## config.mk

```make
export PLATFORM = sky130hd
export DESIGN_NAME = can_irq_enable_forward_regs_top
export DESIGN_NICKNAME = d
export VERILOG_FILES = /design/src/can_irq_enable_forward_regs_top.v
export VERILOG_INCLUDE_DIRS = /design/src /design/src/src
export SDC_FILE = /design/constraint.sdc
export NUM_CORES = 1
export LEC_CHECK = 0
export BUFFER_PORTS_ARGS = -buffer_cell sky130_fd_sc_hd__buf_2
export CAP_MARGIN = 20
export CORE_MARGIN = 2
export CORE_UTILIZATION = 42
export DETAILED_ROUTE_END_ITERATION = 10
export GPL_ROUTABILITY_DRIVEN = 1
export PLACE_DENSITY = 0.75
export SLEW_MARGIN = 20
export SYNTH_ARGS = -nofsm -noshare
export SYNTH_HDL_FRONTEND = slang
export SYNTH_SLANG_ARGS = --single-unit
export TNS_END_PERCENT = 10
```

## constraint.sdc

```tcl
create_clock -name i_clk -period 1.3 [get_ports i_clk]
set_input_delay 0.26 -clock i_clk [delete_from_list [all_inputs] [get_ports i_clk]]
set_output_delay 0.26 -clock i_clk [all_outputs]
set_load 0.05 [all_outputs]
```

## src/can_irq_enable_forward_regs.vh

```
// Register map constants for the CAN interrupt-enable and filter forward-enable registers.
// Assumes an 8-bit external special-function register space with 16-bit byte addresses.
`ifndef CAN_IRQ_ENABLE_FORWARD_REGS_VH
`define CAN_IRQ_ENABLE_FORWARD_REGS_VH

// ****************************************************************
// Register addresses
// ****************************************************************
`define ADDR_INTERRUPT_ENABLE 16'h0B04
`define ADDR_FORWARD_ENABLE_HI 16'h0B05
`define ADDR_FORWARD_ENABLE_MID_HI 16'h0B06

// ****************************************************************
// Interrupt-enable field positions
// ****************************************************************
`define BIT_RECEIVE_IRQ_EN 0
`define BIT_TRANSMIT_IRQ_EN 1
`define BIT_ERROR_WARNING_IRQ_EN 2
`define BIT_IRQ_EN_RESERVED 4

// ****************************************************************
// Reset values and masks
// ****************************************************************
`define RST_INTERRUPT_ENABLE 8'h00
`define RST_FORWARD_ENABLE_HI 8'h00
`define RST_FORWARD_ENABLE_MID_HI 8'h00
`define MASK_INTERRUPT_ENABLE 8'hEF
`define RST_READ_DATA 8'h00

`endif

```

## src/can_irq_enable_forward_regs_top.v

```verilog
// Interrupt-enable register and forward-enable registers for filters 16 to 31 of a CAN controller.
// Assumes the CPU register strobes, the mode level and the protocol engine status all run on i_clk.
//
// Behaviour
// - Error-warning enable set: error or bus status change requests an interrupt.
// - Transmit enable set: successful transmission or buffer release requests an interrupt.
// - Receive enable set and receive buffer full requests an interrupt.
// - Interrupt-enable register is CPU readable and writable except reserved bit 4, which stays zero; all bits reset to zero.
// - Upper forward register bit 7..0 maps filters 31..24, reset zero.
// - Second forward register bit 7..0 maps filters 23..16, reset zero.
// - A cleared forward bit stops forwarding of messages matched by its filter.
// - Forward registers accept CPU writes only in silent mode.
// - In operating mode the forward registers are read-only.
// - Transmit flag sets on transmit buffer status rising while transmit enable is set.
// - Receive flag follows FIFO not empty with enable; flag register read keeps it.
`timescale 1ns/1ns
`include "can_irq_enable_forward_regs.vh"

module can_irq_enable_forward_regs_top (
   // Clock, reset and clock enable.
   input wire i_clk,
   input wire i_arst_n,
   input wire i_clk_en,
   // CPU register port.
   input wire [15:0] i_xfr_addr,
   input wire i_xfr_wr,
   input wire i_xfr_rd,
   input wire [7:0] i_xfr_wdata,
   output reg [7:0] o_xfr_rdata,
   output reg o_xfr_rvalid,
   // Controller mode.
   input wire i_silent_mode,
   // Protocol engine status.
   input wire i_err_status_change,
   input wire i_tx_done,
   input wire i_tx_buf_released,
   input wire i_rx_fifo_not_empty,
   input wire i_flag_reg_read,
   // Acceptance filter matches for filters 31 down to 16.
   input wire [15:0] i_filter_hit,
   // Interrupt flags and request.
   output reg o_error_warning_irq_flag,
   output reg o_transmit_irq_flag,
   output reg o_receive_irq_flag,
   output wire o_irq,
   // Forward enables and forward decision.
   output wire [15:0] o_forward_en,
   output reg o_forward_msg
);

   // ****************************************************************
   // Reset release
   // ****************************************************************

   // The reset is asserted at once but released only after two clean edges.
   reg rst_sync1_q;
   reg rst_sync2_q;
   wire rst_n;

   always @(posedge i_clk or negedge i_arst_n) begin
      if (!i_arst_n) begin
         rst_sync1_q <= 1'b0;
         rst_sync2_q <= 1'b0;
      end else begin
         rst_sync1_q <= 1'b1;
         rst_sync2_q <= rst_sync1_q;
      end
   end

   assign rst_n = rst_sync2_q;

   // ****************************************************************
   // Address decode
   // ****************************************************************

   wire sel_irq_en;
   wire sel_fwd_hi;
   wire sel_fwd_mid_hi;
   wire fwd_write_ok;

   assign sel_irq_en = (i_xfr_addr == `ADDR_INTERRUPT_ENABLE);
   assign sel_fwd_hi = (i_xfr_addr == `ADDR_FORWARD_ENABLE_HI);
   assign sel_fwd_mid_hi = (i_xfr_addr == `ADDR_FORWARD_ENABLE_MID_HI);

   // Operating mode turns the forward registers read-only; a refused write leaves no trace.
   assign fwd_write_ok = i_xfr_wr & i_silent_mode;

   // ****************************************************************
   // Registers
   // ****************************************************************

   reg [7:0] interrupt_enable_q;
   reg [7:0] forward_enable_hi_q;
   reg [7:0] forward_enable_mid_hi_q;

   // The reserved bit stays zero so software always reads back a clean value.
   always @(posedge i_clk or negedge rst_n) begin
      if (!rst_n) begin
         interrupt_enable_q <= `RST_INTERRUPT_ENABLE;
      end else if (i_clk_en && i_xfr_wr && sel_irq_en) begin
         interrupt_enable_q <= i_xfr_wdata & `MASK_INTERRUPT_ENABLE;
      end
   end

   always @(posedge i_clk or negedge rst_n) begin
      if (!rst_n) begin
         forward_enable_hi_q <= `RST_FORWARD_ENABLE_HI;
      end else if (i_clk_en && fwd_write_ok && sel_fwd_hi) begin
         forward_enable_hi_q <= i_xfr_wdata;
      end
   end

   always @(posedge i_clk or negedge rst_n) begin
      if (!rst_n) begin
         forward_enable_mid_hi_q <= `RST_FORWARD_ENABLE_MID_HI;
      end else if (i_clk_en && fwd_write_ok && sel_fwd_mid_hi) begin
         forward_enable_mid_hi_q <= i_xfr_wdata;
      end
   end

   // Bit 15 is filter 31, bit 0 is filter 16.
   assign o_forward_en = {forward_enable_hi_q, forward_enable_mid_hi_q};

   // ****************************************************************
   // Read path
   // ****************************************************************

   reg [7:0] rdata_d;
   reg hit_d;

   always @* begin
      rdata_d = `RST_READ_DATA;
      hit_d = 1'b1;
      if (sel_irq_en) begin
         rdata_d = interrupt_enable_q;
      end else if (sel_fwd_hi) begin
         rdata_d = forward_enable_hi_q;
      end else if (sel_fwd_mid_hi) begin
         rdata_d = forward_enable_mid_hi_q;
      end else begin
         hit_d = 1'b0;
      end
   end

   // Unmapped addresses give no valid strobe so other register blocks may answer instead.
   always @(posedge i_clk or negedge rst_n) begin
      if (!rst_n) begin
         o_xfr_rdata <= `RST_READ_DATA;
         o_xfr_rvalid <= 1'b0;
      end else if (i_clk_en) begin
         o_xfr_rvalid <= i_xfr_rd & hit_d;
         if (i_xfr_rd && hit_d) begin
            o_xfr_rdata <= rdata_d;
         end
      end
   end

   // ****************************************************************
   // Interrupt flags
   // ****************************************************************

   wire en_err;
   wire en_tx;
   wire en_rx;
   reg tx_released_prev_q;
   wire tx_released_rise;
   wire set_err;
   wire set_tx;

   assign en_err = interrupt_enable_q[`BIT_ERROR_WARNING_IRQ_EN];
   assign en_tx = interrupt_enable_q[`BIT_TRANSMIT_IRQ_EN];
   assign en_rx = interrupt_enable_q[`BIT_RECEIVE_IRQ_EN];

   always @(posedge i_clk or negedge rst_n) begin
      if (!rst_n) begin
         tx_released_prev_q <= 1'b0;
      end else if (i_clk_en) begin
         tx_released_prev_q <= i_tx_buf_released;
      end
   end

   assign tx_released_rise = i_tx_buf_released & ~tx_released_prev_q;
   assign set_err = en_err & i_err_status_change;
   assign set_tx = en_tx & (i_tx_done | tx_released_rise);

   // A flag register read clears the sticky flags, but a new event in that cycle wins.
   always @(posedge i_clk or negedge rst_n) begin
      if (!rst_n) begin
         o_error_warning_irq_flag <= 1'b0;
         o_transmit_irq_flag <= 1'b0;
      end else if (i_clk_en) begin
         if (set_err) begin
            o_error_warning_irq_flag <= 1'b1;
         end else if (i_flag_reg_read) begin
            o_error_warning_irq_flag <= 1'b0;
         end
         if (set_tx) begin
            o_transmit_irq_flag <= 1'b1;
         end else if (i_flag_reg_read) begin
            o_transmit_irq_flag <= 1'b0;
         end
      end
   end

   // The receive flag mirrors the FIFO state, so a flag read has no effect on it.
   always @(posedge i_clk or negedge rst_n) begin
      if (!rst_n) begin
         o_receive_irq_flag <= 1'b0;
      end else if (i_clk_en) begin
         o_receive_irq_flag <= en_rx & i_rx_fifo_not_empty;
      end
   end

   assign o_irq = o_error_warning_irq_flag | o_transmit_irq_flag | o_receive_irq_flag;

   // ****************************************************************
   // Forward decision
   // ****************************************************************

   // A message is forwarded only if some matching filter has its forward bit set.
   always @(posedge i_clk or negedge rst_n) begin
      if (!rst_n) begin
         o_forward_msg <= 1'b0;
      end else if (i_clk_en) begin
         o_forward_msg <= |(i_filter_hit & o_forward_en);
      end
   end

endmodule // can_irq_enable_forward_regs_top

```

==> reports/metrics.yaml, run 1 <==
floorplan.rows: 24
swShare_pct: 22.1
worst-path-buf-inv: 2
htreeDepth: 2
drt-vias-per-instance: 5.18
power.switching_uw: 509
place_hpwl_um: 3610
reg2reg_setup_slack_ns: 0.06
r2r_end: "o_forward_msg"
violations: "negative setup slack"
numPortBuffers: 80
synth.avg_cell_area_um2: 12.0
fin_worst_skew_ns: 0.00660
fp.dieH_um: 70.4
synth-edff-count: 0
nFillCells: 344
critPathRequiredTime_ns: 1.48
critPathLaunchType: "input pin"
setup_ws_ns: -0.384
grt_pass1_vias: 1599
ant_nets: 0
syn_to_final_growth_pct: 44.0
diodes: 0
clk_latency_ns: 0.29
cts-root-buf: "clkbuf_8"
grt_use_total_pct: 19.5
ys_top_cells_by_count: "dfrtp_1, mux2_2, nand2_1"
hold_end: "tx_released_prev_q"
yosysMostFrequentCell: "dfrtp_1"
cts_tree: "built"
cap_violations: 0
path_delay_family: "simple AND/OR/NAND/NOR gates"
timing.final.crit_share_pct: 130
drt-total-wl_um: 4810
cts_sinks: 39
holdWs_ns: 0.212
netlist_area_um2: 1850
worstSetupEndpointType: "flop"
grt_pass1_wl_um: 7590
crit_chain: "buf_6, or4_4, or2_4, nor4_4, buf_6, mux2_2"
reg2reg_from: "forward_enable_hi_q[1]"
core_um2: 4290
hp-class: "input pin to flop"
ir_drop_mv: 0.525
yosysUniqueCellTypes: 31
status: "finished with violations"
fin_nets: 304
syn_nets: 205
crit_top_cell: "buf_6"
leakagePower_nw: 1.39
p_int_mw: 1.80
hold_viol_final: 0
synthArstFlopShare_pct: 100
whs_path_depth: 3
drive_above_1_share_pct: 54.3
place.gp.congestion: 0.816
yosys.area.top_type_share_pct: 52.7
cp_max_fo: 7
tns_ns: -10.23
route.vias.total: 1584
cellPowerDensity_nw_per_um2: 864
max_freq_ghz: 0.594
chipWidth_um: 70.4
synthTopCellsByArea: "dfrtp_1, mux2_2, mux2i_1, o2bb2ai_1, nand2_1"
cts-buffers-inserted: 5
crit_type: "input pin to flop"
report.final.setup_viol: 33
report.final.slew_viol_count: 0
clkTransAtPathRegs_ns: 0.07
power_frac_clock_pct: 38.4
comb_power_share_pct: 8.5
drc: 0
pin_count: 81
start_util_pct: 43.2
synthCells: 154
hold_start: "i_tx_buf_released"
seqPwrFrac_pct: 53.1
wl_per_cell_um: 15.7
drt_iter0_markers: 59
power_mw: 2.30
ys_warn_count: 0
rsz0062_at_grt: "yes"
ys_seq_area_share_pct: 52.7
cp.arrival_ns: 1.86
cp_slowest_cell: "or4_4"
die_area_um2: 4960
dr.pass1.iters: 6
post-route-min-period_ns: 1.68
grt_max_degree: 38
clockBufferDepth: 2
worst_r2r_path_depth: 4
synth_flop_cell: "dfrtp_1"
ys_seq_elements: 39
grt_overflow: 0
antenna_found_initial: 0
yosysTopAreaCell: "dfrtp_1"
cpPeakStageDelay_ns: 0.56
==> per-layer routing <==
layer  wire [um]  vias up  GRT usage, %
met3         264        7          3.03
met1        2170      764          24.9
met5           0        -             0
li1            -      756             -
met2        2280       57          32.7
met4          91        0          8.12
==> power by group through the flow <==
stage                     Sequential (mW)  Clock (mW)  Combinational (mW)
after floorplan                      1.27           0              0.0437
after global placement               1.25           0               0.181
after detailed placement             1.25           0               0.183
after global routing                 1.22       0.961               0.214
after CTS                            1.22       0.906               0.194
final                                1.22       0.885               0.195
==> cells by family (layout without fill, tap and decap cells) <==
group           count (synthesis)  in the layout  share of synthesized area (%)
flops                          39             39                           52.7
compound gates                 23             23                           9.93
buf+inv                        18            118                           3.78
other cells                     1              1                          0.202
mux                            38             38                           22.1
simple gates                   35             35                           11.3
==> tightest hold or removal path, delay by kind of cell <==
family                 cells  cell delay [ns]
buffers and inverters      1             0.09
AO/OA/AOI/OAI              1             0.06
AND/OR/NAND/NOR            1             0.04
==> state kept, by name, indices dropped and copies added (netlist names) <==
| signal | cells |
|---|---|
| forward_enable_hi_q | 8 |
| forward_enable_mid_hi_q | 8 |
| interrupt_enable_q | 7 |
| o_error_warning_irq_flag | 1 |
| o_forward_msg | 1 |
| o_receive_irq_flag | 1 |
| o_transmit_irq_flag | 1 |
| o_xfr_rdata | 8 |
| o_xfr_rvalid | 1 |
| rst_n | 1 |
| rst_sync1_q | 1 |
| tx_released_prev_q | 1 |
==> cell type report <==
type                       count  area [um^2]  share of cell area, %
clock buffer                   8          100                   3.75
tap                           52         65.1                   2.44
inverter                      11         41.3                   1.55
multi-input combinational     97          886                   33.2
sequential                    39          976                   36.6
timing repair buffer          99          601                   22.5
==> per-stage QoR <==
stage                     instances  cell area (um^2)  utilization, %  worst slack (ns)
after floorplan                 154              1850               -            -0.554
after global placement          296              2420            56.3            -0.701
after detailed placement        296              2420            56.3            -0.734
after CTS                       306              2620            61.0            -0.375
after global routing            306              2670            62.2            -0.436
final                           306              2670            62.2            -0.384
==> layout by cell type, fill, tap and decap left out, types with 2 or more instances in the layout <==
cell / instances
nand3_1: 2
a22o_1: 3
o21ai_0: 3
mux2i_1: 15
buf_6: 8
clkbuf_8: 7
and3_1: 2
inv_1: 11
mux2_2: 12
buf_2: 70
buf_4: 19
o2bb2ai_1: 8
a22oi_1: 2
nor2b_1: 2
a221oi_1: 2
mux2_4: 11
dfrtp_1: 39
nand2_1: 16
==> worst max path at each step <==
stage	end	from	slack, ns	depth (start not counted)
final	interrupt_enable_q[2]	i_xfr_addr[6]	-0.38	6
after global routing	interrupt_enable_q[2]	i_xfr_addr[6]	-0.44	6
after CTS	interrupt_enable_q[7]	i_xfr_addr[6]	-0.38	6
after detailed placement	forward_enable_mid_hi_q[2]	i_xfr_addr[5]	-0.73	6
after global placement	forward_enable_mid_hi_q[7]	i_xfr_addr[5]	-0.70	6
after floorplan	interrupt_enable_q[0]	i_xfr_addr[5]	-0.55	4
==> timing repair <==
action,4_1_cts,5_1_grt
hold buffers,1,0
hold endpoints to repair,2,0
resized for setup,20,19
buffers inserted,1,0
pin swaps,2,4
setup endpoints to repair,34,40
No activity file was read; power rests on OpenSTA's default activity.
==> run 2: changes to the inputs <==
--- a/config.mk
+++ b/config.mk
@@ -8,11 +8,13 @@
 export LEC_CHECK = 0
 export BUFFER_PORTS_ARGS = -buffer_cell sky130_fd_sc_hd__buf_2
 export CAP_MARGIN = 20
+export CELL_PAD_IN_SITES_DETAIL_PLACEMENT = 0
+export CELL_PAD_IN_SITES_GLOBAL_PLACEMENT = 1
 export CORE_MARGIN = 2
-export CORE_UTILIZATION = 42
+export CORE_UTILIZATION = 32
 export DETAILED_ROUTE_END_ITERATION = 10
 export GPL_ROUTABILITY_DRIVEN = 1
-export PLACE_DENSITY = 0.75
+export PLACE_DENSITY_LB_ADDON = 0.1
 export SLEW_MARGIN = 20
 export SYNTH_ARGS = -nofsm -noshare
 export SYNTH_HDL_FRONTEND = slang
==> run 2 against run 1 <==
Compared with the run above:
- the flow still finishes with violations (negative setup slack)
- sequential cell count stayed put
- final cell count increased by 6.5%
- utilization shrank 14 points
- critical path depth unchanged
- critical endpoint is now interrupt_enable_q[6]
- largest power group unchanged
- highest routed layer unchanged
==> reports/metrics.yaml, run 2 (synthesis gave the netlist of run 1 again) <==
status: "finished with violations"
violations: "negative setup slack"
cpPeakStageDelay_ns: 0.56  # about the same
drt-total-wl_um: 5070  # +5.5%
cp_slowest_cell: "or4_4"
cp_max_fo: 7  # unchanged
rsz0062_at_grt: "yes"
route.vias.total: 1564  # -1.3%
chipWidth_um: 80.1  # +14%
reg_top3: "forward_enable_hi_q x8, forward_enable_mid_hi_q x8, o_xfr_rdata x8"
worstSetupEndpointType: "flop"
critPathLaunchType: "input pin"
numPortBuffers: 80  # unchanged
grt_pass1_wl_um: 8230  # +8.4%
grt_pass1_vias: 1682  # +5.2%
cts_tree: "built"
grt_use_total_pct: 16.9  # -2.6 points
place_hpwl_um: 3890  # +7.9%
holdWs_ns: 0.192  # -0.0195 ns
antenna_found_initial: 0  # unchanged
grt_overflow: 0  # unchanged
cp.arrival_ns: 1.87  # about the same
clockBufferDepth: 2  # unchanged
critPathRequiredTime_ns: 1.48  # about the same
crit_top_cell: "buf_6"
wl_per_cell_um: 15.5  # -1.0%
hp-class: "input pin to flop"
max_freq_ghz: 0.590  # -0.68%
core_um2: 5540  # +29%
report.final.slew_viol_count: 0  # unchanged
drc: 0  # unchanged
timing.final.crit_share_pct: 130  # +0.89 points
hold_viol_final: 0  # unchanged
cts-buffers-inserted: 5  # unchanged
final_common_cell: "buf_2"
crit_type: "input pin to flop"
clk_latency_ns: 0.29  # about the same
clkTransAtPathRegs_ns: 0.09  # +0.02 ns
cellPowerDensity_nw_per_um2: 829  # -4.0%
diodes: 0  # unchanged
fin_nets: 304  # unchanged
syn_to_final_growth_pct: 45.4
postCtsSetupRepairBufs: 0  # -1
fin_worst_skew_ns: 0.00890  # +0.00230 ns
start_util_pct: 33.4  # -9.7 points
ir_drop_mv: 0.429  # -18%
cts_sinks: 39  # unchanged
die_area_um2: 6420  # +29%
dr.pass1.iters: 4  # -2
cap_violations: 0  # unchanged
final_cell_mix: "buf_2, dfrtp_1, nand2_1"
drive_above_1_share_pct: 54.3  # unchanged
place.gp.congestion: 0.758  # -7.1%
cts-root-buf: "clkbuf_8"
power_mw: 2.23  # -3.1%
drt-vias-per-instance: 4.80  # -7.3%
ant_nets: 0  # unchanged
fp.dieH_um: 80.1  # +14%
reg2reg_setup_slack_ns: 0.01  # -0.05 ns
crit_chain: "buf_6, or4_4, or2_4, nor4_4, buf_6, mux2_2"
drt_iter0_markers: 34  # -42%
placed_area_um2: 2450  # +1.3%
post-route-min-period_ns: 1.70  # +0.0115 ns
leakagePower_nw: 1.38  # -0.64%
grt_max_degree: 38  # unchanged
report.final.setup_viol: 33  # unchanged
setup_ws_ns: -0.396  # -0.0115 ns
nFillCells: 545  # +58%
tns_ns: -9.73  # +0.500 ns
pin_count: 81  # unchanged
htreeDepth: 2  # unchanged
floorplan.rows: 27  # +13%
utilization_pct: 48.6  # -14 points
finalInstanceArea_um2: 2700  # +0.98%
==> run 2: timing repair <==
item / CTS / global route
gates resized for setup: 13 / 30
pin swaps: 2 / 3
setup endpoints to repair: 37 / 43
hold endpoints to repair: 2 / 0
hold buffers: 1 / 0
==> run 2: routing by layer <==
layer | vias up | GRT usage (%) | wire [um]
li1 | 753 | - | -
met1 | 746 | 22.9 | 2260
met2 | 60 | 26.7 | 2380
met3 | 5 | 3.93 | 385
met4 | 0 | 5.42 | 43
met5 | - | 0 | 0
==> run 2: power breakdown <==
part,total (mW),internal [mW],switching [mW]
clock,0.817,0.373,0.444
combinational,0.194,0.0913,0.103
sequential,1.22,1.22,0.00277
total,2.23,1.68,0.549
==> run 2: through the flow <==
step	worst slack, ns	instances
after floorplan	-0.554	154
after global placement	-0.705	317
after detailed placement	-0.741	317
after CTS	-0.362	326
after global routing	-0.439	326
final	-0.396	326
==> run 2: worst paths after layout <==
| check | depth (start not counted) | from | endpoint |
|---|---|---|---|
| max in group asynchronous | 1 | rst_n | o_xfr_rdata[7] |
| hold / removal | 3 | i_tx_buf_released | tx_released_prev_q |
| min in group asynchronous | 2 | i_arst_n | rst_n |
| hold reg to reg | 1 | rst_n | forward_enable_mid_hi_q[7] |
| setup reg to reg | 4 | forward_enable_hi_q[1] | o_forward_msg |
| setup / recovery | 6 | i_xfr_addr[5] | interrupt_enable_q[6] |
==> run 2: worst max-delay path: cells and delay by family <==
kind | cells | cell delay, ns
simple gates | 3 | 0.99
mux | 1 | 0.34
buf+inv | 2 | 0.28
==> run 2: final cells by class <==
type / instances / area, um^2 / area share [%]
Sequential cell: 39 / 976 / 36.2
Multi-Input combinational cell: 97 / 878 / 32.6
Timing Repair Buffer: 99 / 621 / 23.0
Tap cell: 72 / 90.1 / 3.34
Clock buffer: 5 / 68.8 / 2.55
Inverter: 11 / 41.3 / 1.53
Clock inverter: 3 / 20.0 / 0.743
==> run 3: changes to the inputs <==
--- a/config.mk
+++ b/config.mk
@@ -8,10 +8,11 @@
 export LEC_CHECK = 0
 export BUFFER_PORTS_ARGS = -buffer_cell sky130_fd_sc_hd__buf_2
 export CAP_MARGIN = 20
-export CELL_PAD_IN_SITES_DETAIL_PLACEMENT = 0
+export CELL_PAD_IN_SITES_DETAIL_PLACEMENT = 1
 export CELL_PAD_IN_SITES_GLOBAL_PLACEMENT = 1
 export CORE_MARGIN = 2
 export CORE_UTILIZATION = 32
+export CTS_BUF_LIST = sky130_fd_sc_hd__clkbuf_16
 export DETAILED_ROUTE_END_ITERATION = 10
 export GPL_ROUTABILITY_DRIVEN = 1
 export PLACE_DENSITY_LB_ADDON = 0.1
==> run 3 against run 2 <==
Compared with the run above:
- the run still ends with negative setup slack left
- via count grew 3.0%
- register-to-register slack about the same
- first-iteration DRC count rose by 2.9%
- fmax hardly changed
- global-route usage grew 1.3 points
- largest cell class unchanged
- highest routed layer unchanged
==> reports/metrics.yaml, run 3 (synthesis gave the netlist of run 1 again) <==
cpPeakStageDelay_ns: 0.56  # about the same
seqPwrFrac_pct: 47.8  # -6.9 points
grt_pass1_vias: 1767  # +5.1%
drt-vias-per-instance: 4.94  # +3.0%
cts-root-buf: "clkbuf_16"
ir_drop_mv: 0.751  # +75%
antenna_found_initial: 0  # unchanged
grt_max_degree: 38  # unchanged
syn_to_final_growth_pct: 46.9
crit_type: "input pin to flop"
status: "finished with violations"
rsz0062_at_grt: "yes"
die_area_um2: 6420  # unchanged
hold_end: "tx_released_prev_q"
numPortBuffers: 80  # unchanged
htreeDepth: 2  # unchanged
grt_use_total_pct: 18.1  # +1.3 points
power_frac_clock_pct: 44.4  # +7.8 points
critPathLaunchType: "input pin"
grt_overflow: 0  # unchanged
fin_nets: 305  # +0.33%
final_common_cell: "buf_2"
whs_path_depth: 3  # unchanged
worstSetupEndpointType: "flop"
max_freq_ghz: 0.589  # about the same
comb_power_share_pct: 7.7  # -1.0 points
drt-total-wl_um: 5590  # +10%
reg_top3: "forward_enable_hi_q x8, forward_enable_mid_hi_q x8, o_xfr_rdata x8"
critPathRequiredTime_ns: 1.46  # -0.02 ns
chipWidth_um: 80.1  # unchanged
worst_r2r_path_depth: 4  # unchanged
dr.pass1.iters: 3  # -1
cp_slowest_cell: "or4_4"
grt_pass1_wl_um: 8830  # +7.2%
reg2reg_from: "forward_enable_hi_q[1]"
path_delay_family: "simple AND/OR/NAND/NOR gates"
diodes: 0  # unchanged
cp.arrival_ns: 1.86  # about the same
final_cell_mix: "buf_2, dfrtp_1, buf_4"
dp_slack_ns: -0.776  # -0.0353 ns
tns_ns: -10.72  # -0.992 ns
report.final.slew_viol_count: 0  # unchanged
setup_ws_ns: -0.397  # -0.00145 ns
fin_worst_skew_ns: 0.00634  # -0.00256 ns
drt_iter0_markers: 35  # +2.9%
start_util_pct: 33.4  # unchanged
clockBufferDepth: 2  # unchanged
violations: "negative setup slack"
r2r_end: "o_forward_msg"
drc: 0  # unchanged
p_int_mw: 2.00  # +19%
floorplan.rows: 27  # unchanged
cts-buffers-inserted: 5  # unchanged
reg2reg_setup_slack_ns: 0  # about the same
crit_top_cell: "buf_6"
hp-class: "input pin to flop"
route.vias.total: 1611  # +3.0%
timing.final.crit_share_pct: 131  # about the same
hold_viol_final: 0  # unchanged
cts_sinks: 39  # unchanged
place.gp.congestion: 0.758  # unchanged
crit_chain: "buf_6, or4_4, nor3_4, and4b_2, buf_6, mux2_4"
place_hpwl_um: 4240  # +9.1%
post-route-min-period_ns: 1.70  # +0.00145 ns
cts_tree: "built"
pin_count: 81  # unchanged
hold_start: "i_tx_buf_released"
power.switching_uw: 559  # +1.9%
swShare_pct: 21.8  # -2.8 points
cap_violations: 0  # unchanged
clkTransAtPathRegs_ns: 0.06  # -0.03 ns
ant_nets: 0  # unchanged
core_um2: 5540  # unchanged
wl_per_cell_um: 17.2  # +10%
leakagePower_nw: 1.41  # +2.3%
worst-path-buf-inv: 2  # unchanged
drive_above_1_share_pct: 54.7  # +0.39 points
report.final.setup_viol: 33  # unchanged
clk_latency_ns: 0.28  # about the same
cellPowerDensity_nw_per_um2: 941  # +14%
fp.dieH_um: 80.1  # unchanged
cp_max_fo: 4  # -3
## run 3: cell count changes in the layout (fill, tap and decap cells not counted), moves of 2 or more
cell        before  now
buf_2           68   71
buf_4           15   19
buf_6           12    7
clkbuf_16        0    5
clkbuf_8         5    0
clkinvlp_4       2    0
mux2_2          11   14
mux2_4          12    9
## run 3: cell type report
cell class / instances / area (um^2)
Fill cell: 623 / 2820
Clock inverter: 2 / 8.76
Multi-Input combinational cell: 97 / 880
Timing Repair Buffer: 100 / 602
Clock buffer: 5 / 125
Tap cell: 72 / 90.1
Sequential cell: 39 / 976
Inverter: 11 / 41.3
## run 3: stage by stage
step / instances / utilization (%) / power [mW] / hold WS (ns) / cell area (um^2)
floorplan: 154 / - / 1.32 / -0.0356 / 1850
global placement: 317 / 44.2 / 1.43 / 0.0447 / 2450
detailed placement: 317 / 44.2 / 1.44 / 0.0459 / 2450
CTS: 326 / 48.5 / 2.60 / 0.223 / 2690
global route: 326 / 49.1 / 2.67 / 0.247 / 2720
finish: 326 / 49.1 / 2.56 / 0.222 / 2720
## run 3: worst reg2reg max path, cell delays in order, from the launching register on
cell	delay (ns)
dfrtp_1	0.38
a22o_1	0.22
a221oi_2	0.20
and3_4	0.25
a41oi_1	0.11
## run 3: power groups by stage
stage	registers, mW	clock network, mW	logic [mW]
4_1_cts	1.23	1.18	0.198
3_3_place_gp	1.25	0	0.183
5_1_grt	1.23	1.22	0.218
2_1_floorplan	1.27	0	0.0437
6_report	1.23	1.14	0.198
3_5_place_dp	1.25	0	0.188
## run 3: per-layer routing
layer	share of wire [%]	global-route usage (%)	up-vias
met5	0	0	-
met4	1.0	4.58	0
met3	6.1	4.49	5
met2	51	32.7	58
met1	42	21.5	791
li1	-	-	757
## run 3: worst max path at each step
stage | start | endpoint | cells past startpoint
floorplan | i_xfr_addr[5] | interrupt_enable_q[0] | 4
global placement | i_xfr_addr[5] | forward_enable_mid_hi_q[0] | 6
detailed placement | i_xfr_addr[5] | forward_enable_mid_hi_q[6] | 6
CTS | i_xfr_addr[12] | interrupt_enable_q[2] | 6
global route | i_xfr_addr[12] | interrupt_enable_q[0] | 6
finish | i_xfr_addr[5] | forward_enable_mid_hi_q[4] | 6
## run 3: repair_timing
action,CTS,global route
hold endpoints to repair,2,0
setup endpoints to repair,35,39
resized for setup,21,13
setup buffers,1,0
hold buffers,1,0
pin swaps,5,4
